`src/rip_pkg.sv`:
```
// Package for the relay and isolated input register block.
// Assumes a byte-wide host I/O port with a 5-bit offset within the window.
package rip_pkg;

  // ----------------------------------------------------------------
  // Register map
  // ----------------------------------------------------------------
  localparam int unsigned WINDOW_BYTES = 32;
  localparam int unsigned ADDR_W = 5;
  localparam int unsigned DATA_W = 8;
  localparam int unsigned NCH = 8;
  localparam int unsigned CARD_W = 4;

  localparam logic [4:0] OFF_RELAY_BANK = 5'h00;
  localparam logic [4:0] OFF_ISOLATED_INPUTS = 5'h01;
  localparam logic [4:0] OFF_CARD_NUMBER = 5'h02;
  localparam logic [4:0] OFF_IRQ_ENABLE_MASK = 5'h03;
  localparam logic [4:0] OFF_EDGE_SELECT = 5'h04;
  localparam logic [4:0] OFF_IRQ_FLAGS_CLEAR = 5'h05;

  // ----------------------------------------------------------------
  // Reset values and field meaning
  // ----------------------------------------------------------------
  localparam logic [7:0] RELAY_RESET = 8'h00;
  localparam logic [7:0] ENABLE_RESET = 8'h00;
  localparam logic [7:0] EDGE_RESET = 8'h00;
  localparam logic [7:0] FLAG_RESET = 8'h00;
  localparam logic [7:0] READ_ZERO = 8'h00;
  localparam logic EDGE_RISING = 1'b0;
  localparam logic EDGE_FALLING = 1'b1;
  // Edges are ignored this many cycles after reset: both sync stages and
  // the previous-level register must hold real pin levels first
  localparam int unsigned SETTLE_CYCLES = 3;

  // Host access strobes for one byte cycle
  typedef struct packed {
    logic rd;
    logic wr;
    logic [ADDR_W-1:0] addr;
    logic [DATA_W-1:0] wdata;
  } rip_host_req_t;

endpackage : rip_pkg

```
`src/rip_sync.sv`:
```
// Two-stage synchroniser for the isolated input levels.
// Assumes inputs arrive asynchronously from the opto-isolators.
`timescale 1ns/10ps
`default_nettype none
module rip_sync (
  input wire logic clk,
  input wire logic nrst,
  input wire logic [rip_pkg::NCH-1:0] async_in,
  output logic [rip_pkg::NCH-1:0] sync_out
);

  typedef struct packed {
    logic [rip_pkg::NCH-1:0] meta;
    logic [rip_pkg::NCH-1:0] sync;
  } rip_sync_state_t;

  rip_sync_state_t state_q;
  rip_sync_state_t state_d;

  // First stage feeds only the second stage
  always_comb begin
    state_d = state_q;
    state_d.meta = async_in;
    state_d.sync = state_q.meta;
  end

  always_ff @(posedge clk) begin
    if (!nrst) begin
      state_q <= '0;
    end else begin
      state_q <= state_d;
    end
  end

  assign sync_out = state_q.sync;

endmodule : rip_sync
`default_nettype wire

```
`src/rip_edge_flags.sv`:
```
// Per-channel edge detect and sticky interrupt flags.
// Assumes synchronised input levels on the same clock.
`timescale 1ns/10ps
`default_nettype none
module rip_edge_flags (
  input wire logic clk,
  input wire logic nrst,
  input wire logic [rip_pkg::NCH-1:0] level,
  input wire logic [rip_pkg::NCH-1:0] channel_irq_enable,
  input wire logic [rip_pkg::NCH-1:0] channel_edge_select,
  input wire logic [rip_pkg::NCH-1:0] channel_irq_clear,
  output logic [rip_pkg::NCH-1:0] channel_irq_flag
);

  typedef struct packed {
    logic [rip_pkg::SETTLE_CYCLES-1:0] settle;
    logic [rip_pkg::NCH-1:0] prev;
    logic [rip_pkg::NCH-1:0] flag;
  } rip_flag_state_t;

  rip_flag_state_t state_q;
  rip_flag_state_t state_d;
  logic [rip_pkg::NCH-1:0] hit;

  // ----------------------------------------------------------------
  // Edge detection per channel
  // ----------------------------------------------------------------
  // Sync stages and prev reset to 0, so a pin that is high at reset would
  // look like a rising edge; hold detection off until they settle
  genvar g;
  generate
    for (g = 0; g < rip_pkg::NCH; g++) begin : g_ch
      assign hit[g] = state_q.settle[rip_pkg::SETTLE_CYCLES-1] &&
        channel_irq_enable[g] &&
        ((channel_edge_select[g] == rip_pkg::EDGE_RISING) ?
          (level[g] && !state_q.prev[g]) :
          (!level[g] && state_q.prev[g]));
    end
  endgenerate

  // Set wins over a clear in the same cycle
  always_comb begin
    state_d = state_q;
    state_d.settle = {state_q.settle[rip_pkg::SETTLE_CYCLES-2:0], 1'b1};
    state_d.prev = level;
    state_d.flag = (state_q.flag & ~channel_irq_clear) | hit;
  end

  always_ff @(posedge clk) begin
    if (!nrst) begin
      state_q <= '0;
    end else begin
      state_q <= state_d;
    end
  end

  assign channel_irq_flag = state_q.flag;

endmodule : rip_edge_flags
`default_nettype wire

```
`src/rip_regs.sv`:
```
// Host-visible byte register block for relay outputs and isolated inputs.
// Assumes the host decode supplies a 5-bit offset within a 32-byte window
// with single-cycle read and write strobes on clk.
//
// Contract
// Decode 32-byte I/O window, fixed offsets
// Write offset 0 latches relay drive bits
// Read offset 0 returns relay latches
// Reset clears all relay latches
// Offset 1 reads inputs, writes ignored
// Offset 2 reads 4-bit card number
// Offset 3 holds interrupt enable bits
// Offset 4 edge select, 0 rising
// Offset 5 reads interrupt flags
// Writing 1 at offset 5 clears flag
// Software clears flag after servicing
// Drive bit 1 selects normally-open contact
// Sync inputs, gate by enable, raise irq
`timescale 1ns/10ps
`default_nettype none
module rip_regs (
  input wire logic clk,
  input wire logic nrst,
  input wire rip_pkg::rip_host_req_t host_req,
  output logic [rip_pkg::DATA_W-1:0] host_rdata,
  input wire logic [rip_pkg::NCH-1:0] isolated_input_bit,
  input wire logic [rip_pkg::CARD_W-1:0] card_number_bit,
  output logic [rip_pkg::NCH-1:0] relay_drive_bit,
  output logic host_irq
);

  typedef struct packed {
    logic [rip_pkg::NCH-1:0] relay;
    logic [rip_pkg::NCH-1:0] enable;
    logic [rip_pkg::NCH-1:0] edge_sel;
    logic [rip_pkg::CARD_W-1:0] card_meta;
    logic [rip_pkg::CARD_W-1:0] card;
    logic [rip_pkg::DATA_W-1:0] rdata;
    logic irq;
  } rip_regs_state_t;

  rip_regs_state_t state_q;
  rip_regs_state_t state_d;
  logic [rip_pkg::NCH-1:0] inputs_sync;
  logic [rip_pkg::NCH-1:0] flags;
  logic [rip_pkg::NCH-1:0] clear_bits;
  logic wr_flags;

  // ----------------------------------------------------------------
  // Input conditioning and event flags
  // ----------------------------------------------------------------
  rip_sync u_sync (
    .clk(clk),
    .nrst(nrst),
    .async_in(isolated_input_bit),
    .sync_out(inputs_sync)
  );

  assign wr_flags = host_req.wr &&
    (host_req.addr == rip_pkg::OFF_IRQ_FLAGS_CLEAR);
  assign clear_bits = wr_flags ? host_req.wdata : '0;

  rip_edge_flags u_flags (
    .clk(clk),
    .nrst(nrst),
    .level(inputs_sync),
    .channel_irq_enable(state_q.enable),
    .channel_edge_select(state_q.edge_sel),
    .channel_irq_clear(clear_bits),
    .channel_irq_flag(flags)
  );

  // ----------------------------------------------------------------
  // Register writes and read mux
  // ----------------------------------------------------------------
  always_comb begin
    state_d = state_q;
    // Card switches are static straps but still synchronised
    state_d.card_meta = card_number_bit;
    state_d.card = state_q.card_meta;
    // A flag stays set until software clears it; no re-trigger needed
    state_d.irq = |flags;
    if (host_req.wr) begin
      case (host_req.addr)
        rip_pkg::OFF_RELAY_BANK: state_d.relay = host_req.wdata;
        rip_pkg::OFF_IRQ_ENABLE_MASK: state_d.enable = host_req.wdata;
        rip_pkg::OFF_EDGE_SELECT: state_d.edge_sel = host_req.wdata;
        // Offsets 1 and 2 and unused offsets ignore writes
        default: state_d.relay = state_q.relay;
      endcase
    end
    state_d.rdata = rip_pkg::READ_ZERO;
    if (host_req.rd) begin
      case (host_req.addr)
        rip_pkg::OFF_RELAY_BANK: state_d.rdata = state_q.relay;
        rip_pkg::OFF_ISOLATED_INPUTS: state_d.rdata = inputs_sync;
        rip_pkg::OFF_CARD_NUMBER: begin
          state_d.rdata = {{(rip_pkg::DATA_W - rip_pkg::CARD_W){1'b0}},
            state_q.card};
        end
        rip_pkg::OFF_IRQ_ENABLE_MASK: state_d.rdata = state_q.enable;
        rip_pkg::OFF_EDGE_SELECT: state_d.rdata = state_q.edge_sel;
        rip_pkg::OFF_IRQ_FLAGS_CLEAR: state_d.rdata = flags;
        default: state_d.rdata = rip_pkg::READ_ZERO;
      endcase
    end
  end

  always_ff @(posedge clk) begin
    if (!nrst) begin
      state_q.relay <= rip_pkg::RELAY_RESET;
      state_q.enable <= rip_pkg::ENABLE_RESET;
      state_q.edge_sel <= rip_pkg::EDGE_RESET;
      state_q.card_meta <= '0;
      state_q.card <= '0;
      state_q.rdata <= rip_pkg::READ_ZERO;
      state_q.irq <= 1'b0;
    end else begin
      state_q <= state_d;
    end
  end

  assign relay_drive_bit = state_q.relay;
  assign host_rdata = state_q.rdata;
  assign host_irq = state_q.irq;

endmodule : rip_regs
`default_nettype wire

```
`config.mk`:
```
export PLATFORM = sky130hd
export DESIGN_NAME = rip_regs
export DESIGN_NICKNAME = d
export VERILOG_FILES = /design/src/rip_pkg.sv /design/src/rip_sync.sv /design/src/rip_edge_flags.sv /design/src/rip_regs.sv
export SDC_FILE = /design/constraint.sdc
export NUM_CORES = 1
export LEC_CHECK = 0
export BUFFER_PORTS_ARGS = -buffer_cell sky130_fd_sc_hd__clkbuf_2
export CAP_MARGIN = 20
export CORE_MARGIN = 2
export CORE_UTILIZATION = 35
export CTS_CLUSTER_DIAMETER = 200
export CTS_CLUSTER_SIZE = 20
export DETAILED_ROUTE_END_ITERATION = 8
export PLACE_DENSITY = 0.55
export RECOVER_POWER = 100
export SETUP_SLACK_MARGIN = 0.15
export SLEW_MARGIN = 20
export SYNTH_ARGS = -nofsm -noshare
export SYNTH_HDL_FRONTEND = slang
export SYNTH_SLANG_ARGS = --single-unit
```
`constraint.sdc`:
```
create_clock -name clk -period 3.1 [get_ports clk]
set_input_delay 0.155 -clock clk [delete_from_list [all_inputs] [get_ports clk]]
set_output_delay 0.155 -clock clk [all_outputs]
set_load 0.02 [all_outputs]
```
==> PnR_summary.wiki <==
{| class="wikitable"
! Metric !! Value
|-
| Status || finished, violations left
|-
| Failing checks || max-capacitance violations, max-slew violations
|-
| Critical Path RT || 3.35 ns
|-
| Global-route wire length before repair || 12170 um
|-
| Number of violations reported at the end of detailed-routing iteration 0 || 154
|-
| Transition time of the tightest slew-check pin || 1.629 ns
|-
| Most frequent cell after synthesis || dfxtp_1
|-
| CTS root buf || clkbuf_8
|-
| Remaining max-slew budget at the tightest pin || -8.624%
|-
| Core footprint || 8721 um^2
|-
| HPWL reported at the end of detailed placement || 4911 um
|-
| Final Max Tran Viols || 49
|-
| Critical Path Fanout Max || 22
|-
| Class of the worst hold path || input pin to flip-flop
|-
| Post-Route Hold Slack || 0.01152 ns
|-
| Fraction of the mapped netlist area in compound gates || 20.12%
|-
| Maximum clock frequency || 0.4948 GHz
|-
| Die X-Extent || 98.92 um
|-
| Max Clock Skew || 0.008453 ns
|-
| Number of global-route vias before repair || 2362
|-
| Synthesized netlist net count || 360
|-
| Area added between synthesis and finish || 11.55%
|-
| Commonest cells in the netlist || dfxtp_1 (76), and2_1 (36), nand3_1 (27)
|-
| Floorplan die area || 9784 um^2
|-
| Share of synthesized registers carrying an async set or reset || 0%
|-
| Number of flops mapped to enable cells by yosys || 0
|-
| Setup crit start kind || input pin
|-
| Leakage dissipation || 1.222 nW
|-
| Largest net degree at the start of global routing || 49
|-
| Met1 usage || 22.17%
|-
| Wire length per cell after detailed routing || 15.99 um
|-
| GR met3 Demand/Resource || 3.191%
|-
| Chain of cells forming the critical path || clkbuf_1 > and2_0 > a31oi_1 > a31o_2
|-
| Fin nets || 385
|-
| Hold buffers post-CTS || 4
|-
| Count of buffers from port buffering || 45
|-
| Dominant combinational cell family by area after synthesis || compound AO/OA/AOI/OAI gates
|-
| Share of synthesized cell area in and, or, nand and nor gates || 19.96%
|-
| Adder-Cell Fraction of Synth Area || 0%
|-
| Unrepaired setup endpoints after global routing || false
|-
| Xor-xnor portion of the synthesized cell area || 0%
|-
| Via/cell ratio || 5.168
|-
| Cell Pwr Density || 530.8 nW/um^2
|-
| Fraction of the cycle the final worst path needs || 65.19%
|-
| Synth area leaders || dfxtp_1 (48%), and2_1 (7.1%), a21boi_0 (6.0%)
|-
| Number of rows in the core area || 34
|-
| Count of unique library cells instantiated by Yosys || 35
|-
| Insertion delay to the later sink of the worst-skew pair || 0.35 ns
|-
| Global-route layer with the greatest usage || met2
|-
| Signal arrival time at the worst endpoint || 2.27 ns
|-
| Hold Violations, Final || 0
|-
| Number of synthesized register bits || 76
|-
| H-tree levels || 3
|-
| Proportion of synthesized chip area in sequential cells || 48.25%
|-
| Aggregate negative setup slack || 0 ns
|-
| Initial standard-cell utilization of the core || 36.15%
|-
| Largest area contributor in the netlist || dfxtp_1
|-
| Post-Synthesis Cells || 331
|-
| DRC violation count after routing || 0
|-
| Sinks on Clock Net || 76
|-
| Number of antenna violations at the first check in global routing || 0
|-
| Routability Congestion || 0.7942
|-
| Main synth FF type || dfxtp_1
|-
| Routed via count || 2424
|-
| Post CTS Setup Buffer Count || 0
|-
| Max-cap violation count || 1
|-
| Die Ht || 98.92 um
|-
| Clock tree from TritonCTS || yes
|-
| Number of diodes added for antenna fixing || 0
|-
| Length of the first detailed-routing pass in iterations || 5
|-
| Clock tree buffer depth || 2
|-
| Mean cell area of the mapped netlist || 9.526 um^2
|-
| Area of the mapped netlist || 3153 um^2
|-
| Maximum VDD drop || 199.7 uV
|-
| Crit path buf inv count || 1
|-
| Io pins || 46
|-
| Number of endpoints failing setup at the final stage || 0
|-
| Slowest CP cell || and2_0
|-
| Crit path time final || 2.021 ns
|-
| CP delay by family, top || simple AND/OR/NAND/NOR gates
|-
| Overall Global Routing Usage || 16.05%
|-
| Global-route met2 utilization || 24.32%
|-
| Kind of end point of the critical path || flip-flop
|-
| Post-detailed-routing wire length || 7501 um
|-
| Overflow after GRT || 0
|-
| Delay of the slowest cell on the worst path || 0.85 ns
|-
| Cts bufs inserted || 9
|-
| Multiplexer area fraction after synthesis || 4.365%
|-
| Share of layout cells above drive strength 1 || 16.62%
|-
| Critical path class || input pin to flip-flop
|-
| Post-cts repair resize count || 0
|-
| Clock edge transition at the registers on the reported setup and hold paths || 0.08 ns
|-
| Fill count || 908
|-
| Synth Warn # || 0
|-
| Area share of the largest cell type after synthesis || 48.25%
|-
| DRT antenna net count || 0
|}
[per-stage QoR]
| stage | power [mW] | utilization [%] | setup WS, ns | cell area (um^2) | instances |
|---|---|---|---|---|---|
| after floorplan | 1.101 | - | 1.793 | 3153 | 331 |
| after global placement | 1.149 | 38.03 | 1.194 | 3317 | 449 |
| after detailed placement | 1.150 | 38.03 | 1.086 | 3317 | 449 |
| after CTS | 1.888 | 40.69 | 1.486 | 3548 | 469 |
| after global routing | 1.944 | 40.33 | 0.9395 | 3517 | 469 |
| final | 1.867 | 40.33 | 1.079 | 3517 | 469 |
[placed cells by master, fill, tap and decap left out, types with 2 or more instances in the layout]
cell,n
nor4_1,2
dfxtp_1,76
clkinvlp_4,3
mux2_2,4
clkbuf_8,9
a31o_2,8
a221oi_1,4
a21boi_0,26
a31oi_1,8
clkinv_2,3
a22oi_1,3
o22ai_1,12
clkbuf_1,21
and2_0,18
nand2_1,25
nand2b_1,9
dlygate4sd3_1,4
buf_4,2
nand3_1,27
a21oi_1,2
and2_1,18
clkbuf_2,26
o22a_1,2
or4b_1,2
o21ai_0,24
o21a_1,3
mux2i_1,7
[kinds of logic after synthesis]
| group | Yosys count |
|---|---|
| simple gates | 109 |
| compound gates | 94 |
| flops | 76 |
| buf+inv | 40 |
| mux | 12 |
[worst paths after layout]
| kind | end | slack, ns | from | cells after the start |
|---|---|---|---|---|
| worst max register to register | host_rdata[6]$_SDFF_PN0_ | 2.02 | u_flags.channel_irq_flag[6]$_SDFF_PN0_ | 3 |
| worst min register to register | state_q[11]$_SDFF_PN0_ | 0.44 | state_d[11]$_SDFF_PN0_ | 1 |
| worst max-delay path | u_flags.channel_irq_flag[3]$_SDFF_PN0_ | 1.08 | host_req[8] | 4 |
| worst min-delay path | u_sync.state_d[1]$_SDFF_PN0_ | 0.01 | isolated_input_bit[1] | 2 |
[sequential cells by signal, summed over array words and instances, names as in the netlist]
name and count:
u_sync.sync_out 8, u_sync.state_d 8, relay_drive_bit 8, state_q 20, u_flags.state_d 2, host_rdata 8
host_irq 1, u_flags.state_q 9, state_d 4, u_flags.channel_irq_flag 8
[per-layer routing]
layer	vias to the layer above	part of all wire, %
met5	-	0
met4	0	1.6
met3	10	5.5
met2	76	45
met1	1125	48
li1	1213	-
[report_power, final]
group / switching (mW) / leakage [nW] / internal, mW / total (mW)
Sequential: 0.0108 / 0.619 / 0.998 / 1.01
Clock: 0.371 / 0.0910 / 0.367 / 0.738
Combinational: 0.0736 / 0.511 / 0.0472 / 0.121
Total: 0.455 / 1.22 / 1.41 / 1.87
[layout make-up]
class | instances | area [um^2] | area share, %
clock inverters | 7 | 67.56 | 1.921
multi-input cells | 215 | 1401 | 39.84
repair buffers | 53 | 264.0 | 7.506
flip-flops and latches | 76 | 1521 | 43.26
well taps | 108 | 135.1 | 3.842
clock buffers | 9 | 123.9 | 3.522
inverters | 1 | 3.754 | 0.1067
[worst register-to-register path, delay by kind of cell (launching register included)]
kind / cells / cell delay (ns)
buf+inv: 1 / 0.07
compound gates: 1 / 0.08
flops: 1 / 0.34
mux: 1 / 0.47
No activity file was read; power rests on OpenSTA's default activity.
